## src/pkg/crd_defines.svh

```systemverilog
`ifndef CRD_DEFINES_SVH
`define CRD_DEFINES_SVH

`define CRD_DESC_W       128
`define CRD_TYPE_LSB     75
`define CRD_BAR_LSB      112
`define CRD_APER_LSB     115
`define CRD_TC_LSB       121
`define CRD_ATTR_LSB     124
`define CRD_ATTR_IDO     126
`define CRD_MCODE_LSB    104
`define CRD_OBFF_LSB     32
`define CRD_NSLAT_LSB    16
`define CRD_VDH_LSB      32
`define CRD_ROUTE_BY_ID  3'h2
`define CRD_BAR_ROM      3'h6
`define CRD_BAR_NONE     3'h7
`define CRD_OBFF_ACTIVE  4'hF
`define CRD_OBFF_MEMPATH 4'h1
`define CRD_OBFF_IDLE    4'h0
`define CRD_FIFO_DEPTH   8
`endif

```

## src/pkg/crd_pkg.sv

```systemverilog
package crd_pkg;
	typedef enum logic [3:0] {
		CRD_MEM_RD   = 4'h0,
		CRD_MEM_WR   = 4'h1,
		CRD_IO_RD    = 4'h2,
		CRD_IO_WR    = 4'h3,
		CRD_FETCHADD = 4'h4,
		CRD_SWAP     = 4'h5,
		CRD_CAS      = 4'h6,
		CRD_LOCK_RD  = 4'h7,
		CRD_CFG0_RD  = 4'h8,
		CRD_CFG1_RD  = 4'h9,
		CRD_CFG0_WR  = 4'hA,
		CRD_CFG1_WR  = 4'hB,
		CRD_MSG      = 4'hC,
		CRD_MSG_VD   = 4'hD,
		CRD_MSG_ATS  = 4'hE,
		CRD_RSVD     = 4'hF
	} crd_req_type;

	typedef enum logic [1:0] {
		CRD_MK_OTHER = 2'h0,
		CRD_MK_LTR   = 2'h1,
		CRD_MK_OBFF  = 2'h2
	} crd_msg_kind_type;

	// One decoded request as seen by the framer
	typedef struct packed {
		crd_req_type      req_type;
		crd_msg_kind_type msg_kind;
		logic             legacy;
		logic             root_port;
		logic             bar_hit;
		logic [2:0]       bar_id;
		logic             bar_is64;
		logic             bar_is_vf;
		logic [5:0]       bar_aper;
		logic [5:0]       vf_aper;
		logic [2:0]       tc;
		logic [2:0]       attr;
		logic [7:0]       msg_code;
		logic [2:0]       msg_route;
		logic [15:0]      snoop_lat;
		logic [15:0]      nosnoop_lat;
		logic [3:0]       obff_code;
		logic [15:0]      dest_id;
		logic [31:0]      hdr_dw2;
		logic [31:0]      hdr_dw3;
		logic [74:0]      low_fields;
		logic [0:0]       low_bit79;
	} crd_req_type_s_type;

	typedef struct packed {
		logic [127:0] desc;
		logic         bad;
	} crd_desc_type;
endpackage

```

## src/hdl/crd_framer.sv

```systemverilog
`timescale 1ns/10ps
`include "crd_defines.svh"
module crd_framer (
	input  wire logic                        clk_sys_i,
	input  wire logic                        rst_i,
	input  wire logic                        ce_i,
	input  wire logic                        req_valid_i,
	output logic                             req_ready_o,
	input  wire crd_pkg::crd_req_type_s_type req_i,
	output logic                             desc_valid_o,
	input  wire logic                        desc_ready_i,
	output logic [127:0]                     desc_o,
	output logic                             desc_bad_o
);
	import crd_pkg::*;

	// ----------------------------------------------------------------
	// State
	// ----------------------------------------------------------------
	typedef struct packed {
		logic         in_ready;
		logic         out_valid;
		logic [3:0]   level;
		crd_desc_type out;
	} crd_state_type;

	crd_state_type st;
	crd_state_type next_st;
	crd_desc_type  built;
	logic          f_valid;
	logic          f_ready;
	crd_desc_type  f_data;
	logic          f_in_ready;

	// ----------------------------------------------------------------
	// Descriptor assembly
	// ----------------------------------------------------------------
	always_comb begin
		logic [2:0] bar;
		logic       is_msg;
		bar = req_i.bar_id;
		is_msg = 1'b0;
		built = '0;
		built.desc[`CRD_TYPE_LSB +: 4] = req_i.req_type;
		if (req_i.bar_is64)
			bar = {bar[2:1], 1'b0};
		if (!req_i.bar_hit)
			bar = req_i.root_port ? `CRD_BAR_NONE : `CRD_BAR_ROM;
		case (req_i.req_type)
			CRD_MEM_RD, CRD_MEM_WR, CRD_IO_RD, CRD_IO_WR,
			CRD_FETCHADD, CRD_SWAP, CRD_CAS, CRD_LOCK_RD: begin
				built.desc[74:0] = req_i.low_fields;
				built.desc[`CRD_BAR_LSB +: 3] = bar;
				built.desc[`CRD_APER_LSB +: 6] =
					req_i.bar_is_vf ? req_i.vf_aper : req_i.bar_aper;
				if (req_i.req_type == CRD_LOCK_RD && !req_i.legacy)
					built.bad = 1'b1;
			end
			CRD_MSG: begin
				is_msg = 1'b1;
				if (req_i.msg_kind == CRD_MK_LTR) begin
					built.desc[15:0] = req_i.snoop_lat;
					built.desc[`CRD_NSLAT_LSB +: 16] = req_i.nosnoop_lat;
				end else if (req_i.msg_kind == CRD_MK_OBFF) begin
					built.desc[`CRD_OBFF_LSB +: 4] = req_i.obff_code;
					if (req_i.obff_code != `CRD_OBFF_ACTIVE &&
					    req_i.obff_code != `CRD_OBFF_MEMPATH &&
					    req_i.obff_code != `CRD_OBFF_IDLE)
						built.bad = 1'b1;
				end
			end
			CRD_MSG_VD: begin
				is_msg = 1'b1;
				if (req_i.msg_route == `CRD_ROUTE_BY_ID)
					built.desc[15:0] = req_i.dest_id;
				built.desc[`CRD_VDH_LSB +: 32] = req_i.hdr_dw3;
			end
			CRD_MSG_ATS: begin
				is_msg = 1'b1;
				built.desc[63:0] = {req_i.hdr_dw3, req_i.hdr_dw2};
			end
			default: begin
				// Config and reserved codes still go out on this side, flagged bad
				built.bad = 1'b1;
			end
		endcase
		if (is_msg) begin
			// Dword count only; the bits below it carry the message fields
			built.desc[74:64] = req_i.low_fields[74:64];
			built.desc[`CRD_MCODE_LSB +: 8] = req_i.msg_code;
			built.desc[`CRD_BAR_LSB +: 3] = req_i.msg_route;
		end
		built.desc[`CRD_TC_LSB +: 3] = req_i.tc;
		built.desc[`CRD_ATTR_LSB +: 3] = req_i.attr;
		// ID-based ordering is only kept for memory reads, memory writes and messages
		if (!(is_msg || req_i.req_type == CRD_MEM_RD || req_i.req_type == CRD_MEM_WR))
			built.desc[`CRD_ATTR_IDO] = 1'b0;
	end

	// ----------------------------------------------------------------
	// Buffer between decode and output stage
	// ----------------------------------------------------------------
	crd_fifo #(
		.WIDTH ($bits(crd_desc_type)),
		.DEPTH (`CRD_FIFO_DEPTH)
	) u_fifo (
		.clk_sys_i   (clk_sys_i),
		.rst_i       (rst_i),
		.ce_i        (ce_i),
		.in_valid_i  (req_valid_i && st.in_ready),
		.in_ready_o  (f_in_ready),
		.in_data_i   (built),
		.out_valid_o (f_valid),
		.out_ready_i (f_ready),
		.out_data_o  (f_data)
	);

	// Output stage is a registered skid-free slot: refill when empty or taken
	assign f_ready = !st.out_valid || desc_ready_i;

	always_comb begin
		next_st = st;
		// Ready is registered, so it is worked out from the level after this edge
		next_st.level = st.level + 4'(req_valid_i && st.in_ready) - 4'(f_ready && f_valid);
		next_st.in_ready = (next_st.level != 4'(`CRD_FIFO_DEPTH));
		if (desc_ready_i && st.out_valid)
			next_st.out_valid = 1'b0;
		if (f_ready && f_valid) begin
			next_st.out_valid = 1'b1;
			next_st.out = f_data;
		end
	end

	always_ff @(posedge clk_sys_i) begin
		if (rst_i)
			st <= '0;
		else if (ce_i)
			st <= next_st;
	end

	// The level counter mirrors the fifo, so ready never lags a full fifo
	assign req_ready_o  = st.in_ready;
	assign desc_valid_o = st.out_valid;
	assign desc_o       = st.out.desc;
	assign desc_bad_o   = st.out.bad;

	// ----------------------------------------------------------------
	// Checks
	// ----------------------------------------------------------------
	property p_type_field;
		@(posedge clk_sys_i) disable iff (rst_i)
		desc_valid_o |-> desc_o[78:75] != 4'hF || desc_bad_o;
	endproperty
	a_type_field: assert property (p_type_field) else $error("reserved type not flagged");

	property p_cfg_bad;
		@(posedge clk_sys_i) disable iff (rst_i)
		desc_valid_o && desc_o[78] && !desc_o[77] |-> desc_bad_o;
	endproperty
	a_cfg_bad: assert property (p_cfg_bad) else $error("config type not flagged");

	property p_hold;
		@(posedge clk_sys_i) disable iff (rst_i)
		desc_valid_o && !desc_ready_i && ce_i |=> desc_valid_o && $stable(desc_o);
	endproperty
	a_hold: assert property (p_hold) else $error("descriptor changed while stalled");

	property p_ido;
		@(posedge clk_sys_i) disable iff (rst_i)
		desc_valid_o && desc_o[126] |-> desc_o[78:76] == 3'h0 || desc_o[78:77] == 2'h3;
	endproperty
	a_ido: assert property (p_ido) else $error("ID ordering on illegal type");

	property p_bar64;
		@(posedge clk_sys_i) disable iff (rst_i)
		ce_i && req_valid_i && req_ready_o && req_i.bar_is64 && req_i.bar_hit
		&& !req_i.req_type[3] |-> built.desc[112] == 1'b0;
	endproperty
	a_bar64: assert property (p_bar64) else $error("64-bit BAR not even");

	property p_tc;
		@(posedge clk_sys_i) disable iff (rst_i)
		ce_i && req_valid_i && req_ready_o |-> built.desc[123:121] == req_i.tc;
	endproperty
	a_tc: assert property (p_tc) else $error("traffic class lost");

	property p_mcode;
		@(posedge clk_sys_i) disable iff (rst_i)
		req_valid_i && req_i.req_type inside {CRD_MSG, CRD_MSG_VD, CRD_MSG_ATS}
		|-> built.desc[111:104] == req_i.msg_code && built.desc[114:112] == req_i.msg_route;
	endproperty
	a_mcode: assert property (p_mcode) else $error("message code or route wrong");

	property p_ats;
		@(posedge clk_sys_i) disable iff (rst_i)
		req_valid_i && req_i.req_type == CRD_MSG_ATS
		|-> built.desc[63:0] == {req_i.hdr_dw3, req_i.hdr_dw2};
	endproperty
	a_ats: assert property (p_ats) else $error("ATS header wrong");

	property p_zero_msg;
		@(posedge clk_sys_i) disable iff (rst_i)
		req_valid_i && req_i.req_type == CRD_MSG && req_i.msg_kind == CRD_MK_OTHER
		|-> built.desc[63:0] == 64'h0 && built.desc[120:115] == 6'h00;
	endproperty
	a_zero_msg: assert property (p_zero_msg) else $error("undefined bits not zero");

	property p_no_overrun;
		@(posedge clk_sys_i) disable iff (rst_i)
		ce_i && req_valid_i && req_ready_o |-> f_in_ready;
	endproperty
	a_no_overrun: assert property (p_no_overrun) else $error("request taken into full fifo");
endmodule

```

## src/hdl/crd_fifo.sv

```systemverilog
`timescale 1ns/10ps
module crd_fifo #(
	parameter int WIDTH = 129,
	parameter int DEPTH = 8
) (
	input  wire logic             clk_sys_i,
	input  wire logic             rst_i,
	input  wire logic             ce_i,
	input  wire logic             in_valid_i,
	output logic                  in_ready_o,
	input  wire logic [WIDTH-1:0] in_data_i,
	output logic                  out_valid_o,
	input  wire logic             out_ready_i,
	output logic      [WIDTH-1:0] out_data_o
);
	localparam int AW = $clog2(DEPTH);
	logic [WIDTH-1:0] mem [DEPTH];
	logic [AW-1:0]    wr_ptr;
	logic [AW-1:0]    rd_ptr;
	logic [AW:0]      count;
	logic             push;
	logic             pop;

	assign in_ready_o  = (count != (AW+1)'(DEPTH));
	assign out_valid_o = (count != '0);
	assign out_data_o  = mem[rd_ptr];
	assign push        = ce_i && in_valid_i && in_ready_o;
	assign pop         = ce_i && out_valid_o && out_ready_i;

	always_ff @(posedge clk_sys_i) begin
		if (rst_i) begin
			wr_ptr <= '0;
			rd_ptr <= '0;
			count  <= '0;
		end else begin
			if (push) begin
				mem[wr_ptr] <= in_data_i;
				wr_ptr      <= (wr_ptr == AW'(DEPTH - 1)) ? '0 : wr_ptr + 1'b1;
			end
			if (pop)
				rd_ptr <= (rd_ptr == AW'(DEPTH - 1)) ? '0 : rd_ptr + 1'b1;
			count <= count + (AW+1)'(push) - (AW+1)'(pop);
		end
	end
endmodule

```

## config.mk

```make
export PLATFORM = sky130hd
export DESIGN_NAME = crd_framer
export DESIGN_NICKNAME = d
export VERILOG_FILES = /design/src/pkg/crd_pkg.sv /design/src/hdl/crd_framer.sv /design/src/hdl/crd_fifo.sv
export VERILOG_INCLUDE_DIRS = /design/src /design/src/pkg
export SDC_FILE = /design/constraint.sdc
export NUM_CORES = 1
export LEC_CHECK = 0
export BUFFER_PORTS_ARGS = -buffer_cell sky130_fd_sc_hd__buf_2
export CAP_MARGIN = 20
export CORE_ASPECT_RATIO = 0.8
export CORE_MARGIN = 2
export CORE_UTILIZATION = 50
export DETAILED_ROUTE_END_ITERATION = 10
export PLACE_DENSITY = 0.78
export SETUP_SLACK_MARGIN = 0.02
export SLEW_MARGIN = 40
export SYNTH_ARGS = -nofsm -noshare
export SYNTH_HDL_FRONTEND = slang
export SYNTH_HIERARCHICAL = 1
export SYNTH_SLANG_ARGS = --single-unit
export TNS_END_PERCENT = 20
```

## constraint.sdc

```tcl
create_clock -name clk_sys_i -period 19.6 [get_ports clk_sys_i]
set_input_delay 3.92 -clock clk_sys_i [delete_from_list [all_inputs] [get_ports clk_sys_i]]
set_output_delay 3.92 -clock clk_sys_i [all_outputs]
set_load 0.01 [all_outputs]
```

# ---- After elaboration in Yosys (flattened, before gate mapping)
# Memories as Yosys holds them, arrays and structs flattened. A register that Yosys moved wholly into a read port is not among the register bits.
# Index checks and enable logic that the tools add are counted.
dict set report word_totals {
  regBits 144
  ram_bits 824
  inputBits 240
  out_inout_bits 131
  elab_cells 87
  memories 1
}
# name depth width rd rd_ports_with_merged_regs wr line_no
set memory_table {}
lappend memory_table {u_fifo.mem 8 103 1 1 1 crd_fifo.sv:17} ;# logic [WIDTH-1:0] mem [DEPTH];
dict set report op_classes {
  n_addsub 6
  eq_ne 19
  n_mux 30
  n_reduce_logical 24
}
# operator n
set op_table {}
lappend op_table {{one-hot mux 16 bit (4 select lines)} 1}
lappend op_table {{one-hot mux 28 bit (2 select lines)} 1}
lappend op_table {{one-hot mux 16 bit (3 select lines)} 1}
lappend op_table {{2-to-1 mux 11 bit} 3}
lappend op_table {{2-to-1 mux 32 bit} 1}
lappend op_table {{equality test 4 x 3 -> 1 bit, second input constant} 4}
lappend op_table {{2-to-1 mux 16 bit} 1}
lappend op_table {{2-to-1 mux 1 bit} 13}
lappend op_table {{equality test 4 bit, second input constant} 3}
lappend op_table {{inequality test 4 bit, second input constant} 3}
lappend op_table {{one-hot mux 4 bit (3 select lines)} 1}
lappend op_table {{logical AND 1 bit} 10}
lappend op_table {{2-to-1 mux 3 bit} 3}
lappend op_table {{2-to-1 mux 9 bit} 1}
lappend op_table {{adder 4 x 1 -> 4 bit} 2}
lappend op_table {{equality test 4 x 2 -> 1 bit, second input constant} 2}
lappend op_table {{2-to-1 mux 4 bit} 2}
lappend op_table {{nonzero test 4 bit} 2}
lappend op_table {{OR reduction 8 bit} 1}
lappend op_table {{subtractor 4 x 1 -> 4 bit} 2}
lappend op_table {{adder 3 x 1 -> 3 bit, second input constant} 2}
lappend op_table {{equality test 3 bit, second input constant} 2}
lappend op_table {{2-to-1 mux 6 bit} 1}
lappend op_table {{equality test 4 x 1 -> 1 bit, second input constant} 1}
lappend op_table {{12 further kinds} 16}

# ---- Depth between registers and ports, before layout
dict set report depth {
  ltp_word 7
  depth_mapped 11
  mapped_depth_nobuf 11
}

# ---- Cells and area by module
# Netlist, hierarchy kept.
# mod n_inst cells_each area_per_inst_um2 seq_area_each_um2
set by_module_without_submodules {}
lappend by_module_without_submodules {crd_fifo 1 1565 39873.2 31250.0}
lappend by_module_without_submodules {crd_framer 1 1010 7299.5 2702.6}

# ---- Worst setup path after synthesis
# Ideal clock, no wire load.
dict set report synth_timing {
  kind {input to register}
  start {in req_valid_i}
  end {mem u_fifo/mem[2][0] (netlist bit) (enable)}
  setup_ns 0.933
  t_arrival_ns 16.458
  required_ns 18.667
  path_slack_ns 2.209
  stages 4
  path_buffers 0
  cell_sequence {nand2_1 -> inv_1 -> nand3_2 -> nor4_1}
}
dict set report synth_via {
  elab_chain_len 6
}
# element line_no
set synth_lines {}
lappend synth_lines {{start: declaration} crd_framer.sv:7} ;# input wire logic req_valid_i,
lappend synth_lines {{logical AND 1 bit} crd_framer.sv:110} ;# .in_valid_i (req_valid_i && st.in_ready),
lappend synth_lines {{logical AND 1 bit (2 in a row)} crd_fifo.sv:27} ;# assign push = ce_i && in_valid_i && in_ready_o;
lappend synth_lines {{2-to-1 mux 1 bit} crd_fifo.sv:36} ;# if (push) begin
lappend synth_lines {{2-to-1 mux 1 bit} crd_fifo.sv:31} ;# if (rst_i) begin
lappend synth_lines {{2-to-1 mux 1 bit (implied by the code)} crd_fifo.sv:37} ;# mem[wr_ptr] <= in_data_i;
lappend synth_lines {{end: declaration} crd_fifo.sv:17}
# Every way passes these cells.

# ---- Final worst setup path
dict set report layout_timing {
  start {in ce_i}
  end {mem u_fifo/mem[4][78] (netlist bit) (enable)}
}
dict set report layout_via {
  elab_chain_len 5
}
# element line_no
set layout_lines {}
lappend layout_lines {{start: declaration} crd_framer.sv:6} ;# input wire logic ce_i,
lappend layout_lines {{logical AND 1 bit (2 in a row)} crd_fifo.sv:27}
lappend layout_lines {{2-to-1 mux 1 bit} crd_fifo.sv:36}
lappend layout_lines {{2-to-1 mux 1 bit} crd_fifo.sv:31}
lappend layout_lines {{2-to-1 mux 1 bit (implied by the code)} crd_fifo.sv:37}
# Every way passes these cells.

==> out/metrics.csv <==
metric,value,unit
row count,100,
syn avg cell area,18.3,µm²
Setup WS post-layout,13.58,ns
sequential fraction of the synthesis area,0.720,
max capacitance violation total,0,
"Hold-fix buffers, CTS",0,
Place WS,12.77,ns
Final Wtd Congestion,0.745,
post-DP HPWL,58500,µm
Tot Pwr,6.04,mW
total length of routed wires,102000,µm
Slew @ Worst Pin,0.835,ns
Yosys top cell by area,edfxtp_1,
largest net degree at the start of global routing,90,
worst min path class,register to register,
final period demand of the worst path,6.02,ns
crit path kind,input port to register,
grt ovf,0,
Clock transition at path regs,0.06,ns
chip width,347,µm
Power Dens Cells,112,nW/µm²
Most used DFF post-synth,edfxtp_1,
met3 GRT Util,0.0424,
die area,96800,µm²
fmax,166,MHz
Final Skew,0.0279,ns
busiest layer in global routing,met2,
critical path arrival,6.32,ns
Synth top area share,0.657,
met1 usage in global routing,0.307,
post-synth cell types,52,
vias in the first global route,24300,
Ys Warns,6,
Crit. End Element,register,
"slowest stage delay, CP",0.65,ns
number of DRC markers in iteration 0,1990,
IO Port Bufs,369,
Tcrit/Tclk final,0.307,
first-pass GRT wire length,152000,µm
synthesis-to-layout area growth,14.8,%
clk_lat worst skew,0.68,ns
Initial Utilization,0.506,
I/O pin total,371,
CTS H-tree lvls,3,
TritonCTS sink count,1180,
number of synthesized register bits,1180,
vias per cell,5.51,
wire per inst,23.3,µm
Slew HR,0.443,
clock root cell,clkbuf_16,
worst vdd ir,0.0708,mV
Post-synth ARST share,0,
Leakage,18.7,nW
nets,3301,
max-slew violations,0,
Die Y,279,µm
CTS buffer count,111,
FF-to-FF setup slack,15.69,ns
final hold slack,0.450,ns
DP Area,50200,µm²
status,completed,
Internal,4.53,mW
Post-Syn Area,47200,µm²
GRT Util Overall,0.211,
Clock power frac,0.370,
synth top area cells,"edfxtp_1, mux4_2, dfxtp_1, mux4_1, mux2_2",
most frequent cell after synthesis,edfxtp_1,
initial antenna violation count,9,
CTS tree,built,
Synth top cells by count,"edfxtp_1, nand2_1, mux4_2, a21oi_1, dfxtp_1",
post-route cell area,54100,µm²
Reg power frac,0.479,
CP Max Fanout,50,
Crit. Startpoint,ce_i,
crit path cell chain,buf_2 -> nand3_2 -> nor4_2 -> buf_6 -> buf_4,
Critical Path RT,19.90,ns
slowest library cell on the worst path,buf_4,
Post-synth EDFFs,1032,
Setup-failing EPs final,0,
antenna-violating nets left,0,
setup bufs post-CTS,0,
switch share,0.250,
critical hold path startpoint,desc_o[111],
ratio of cells with drive above 1 in the final layout,0.290,
met2 usage,0.330,
setup TNS,0,ns
routed vias,24100,
core box area,93200,µm²
# resized after CTS,0,
Fin. Hold Viols,0,
Combinational Power Share,0.151,
CTS max path bufs,3,
Cells after Synth,2575,
number of iterations in the first detailed-routing pass,5,
Critical Path Source Type,input port,
number of remaining DRC errors,0,
switching pwr,1.51,mW
RSZ-0062 raised after global routing,false,
[metrics by stage]
| step | cells | util |
|---|---|---|
| floorplan | 2782 | - |
| global placement | 4148 | 0.536 |
| detailed placement | 4154 | 0.538 |
| CTS | 4366 | 0.580 |
| global route | 4369 | 0.581 |
| finish | 4373 | 0.581 |
[final cells by class]
cell class	count	area, µm²
inverter	39	146
multi-input combinational	1294	12200
tap	1224	1530
antenna	4	10.0
sequential	1180	34000
clock buffer	154	3210
timing repair buffer	420	2450
clock inverter	58	662
fill	6813	39100
[registers in the layout (all words and copies together) (netlist names), named ones only]
register,count
req_ready_o,1
desc_bad_o,1
desc_o,128
u_fifo/wr_ptr,3
u_fifo/count,4
u_fifo/rd_ptr,3
u_fifo/mem,1032
st,4
desc_valid_o,1
[critical path: cells and delay by family]
| kind | cells | cell delay (ns) |
|---|---|---|
| and+or+nand+nor | 2 | 0.76 |
| buffers and inverters | 3 | 1.54 |
[placed cells by master, fill, tap and decap left out, types with 3 or more instances in the layout]
| cell type | netlist | final |
|---|---|---|
| nor4_2 | 1 | 3 |
| nor3_2 | 0 | 4 |
| nand2_1 | 316 | 316 |
| mux2i_1 | 13 | 13 |
| inv_16 | 0 | 3 |
| buf_2 | 20 | 367 |
| buf_6 | 26 | 17 |
| bufinv_16 | 0 | 11 |
| clkinv_4 | 0 | 5 |
| dfxtp_1 | 148 | 145 |
| clkbuf_16 | 0 | 117 |
| clkinv_1 | 0 | 8 |
| and2_1 | 20 | 20 |
| buf_4 | 129 | 25 |
| ha_1 | 13 | 13 |
| edfxtp_1 | 1032 | 1032 |
| o21ai_1 | 31 | 31 |
| nor2b_1 | 24 | 24 |
| clkinv_2 | 0 | 17 |
| nand2b_1 | 12 | 12 |
| buf_12 | 0 | 8 |
| a221o_1 | 36 | 36 |
| mux4_2 | 154 | 154 |
| inv_1 | 39 | 39 |
| clkinvlp_4 | 0 | 6 |
| a21oi_1 | 151 | 149 |
| mux4_1 | 104 | 104 |
| dfxtp_4 | 0 | 3 |
| conb_1 | 1 | 208 |
| mux2_2 | 131 | 131 |
| or3b_2 | 3 | 3 |
| nor2_1 | 37 | 35 |
| diode_2 | 0 | 4 |
| inv_6 | 0 | 5 |
| clkbuf_8 | 0 | 14 |
| clkbuf_1 | 71 | 23 |
[kinds of logic (layout without fill, tap and decap cells)]
group / Yosys count / count (layout) / synth area share
buffers and inverters: 308 / 671 / 0.0404
flip-flops: 1180 / 1180 / 0.720
other: 1 / 212 / 0.0000795
AO/OA/AOI/OAI: 227 / 227 / 0.0284
XOR/XNOR: 4 / 4 / 0.00103
multiplexers: 403 / 403 / 0.166
AND/OR/NAND/NOR: 437 / 437 / 0.0402
adder cells (fa/ha/maj): 15 / 15 / 0.00430
[routing by layer]
layer	wire length, µm	part of all wire
met1	44800	0.44
met2	47700	0.47
met3	7450	0.073
met4	1830	0.018
met5	78	0.00077
[power by group through the flow]
stage	registers, mW	logic, mW	clock network [mW]
finish	2.90	0.910	2.23
global route	2.91	0.993	2.37
CTS	2.90	0.918	2.28
detailed placement	2.95	0.912	0
global placement	2.95	0.893	0
floorplan	2.92	0.740	0
[final timing paths]
kind	endpoint	cells after the start
worst max register to register	desc_o[57]	7
worst min-delay path	desc_o[111]	2
worst min register to register	desc_o[111]	2
worst max-delay path	u_fifo/mem[4][78]	5
No activity file was read; power rests on OpenSTA's default activity.
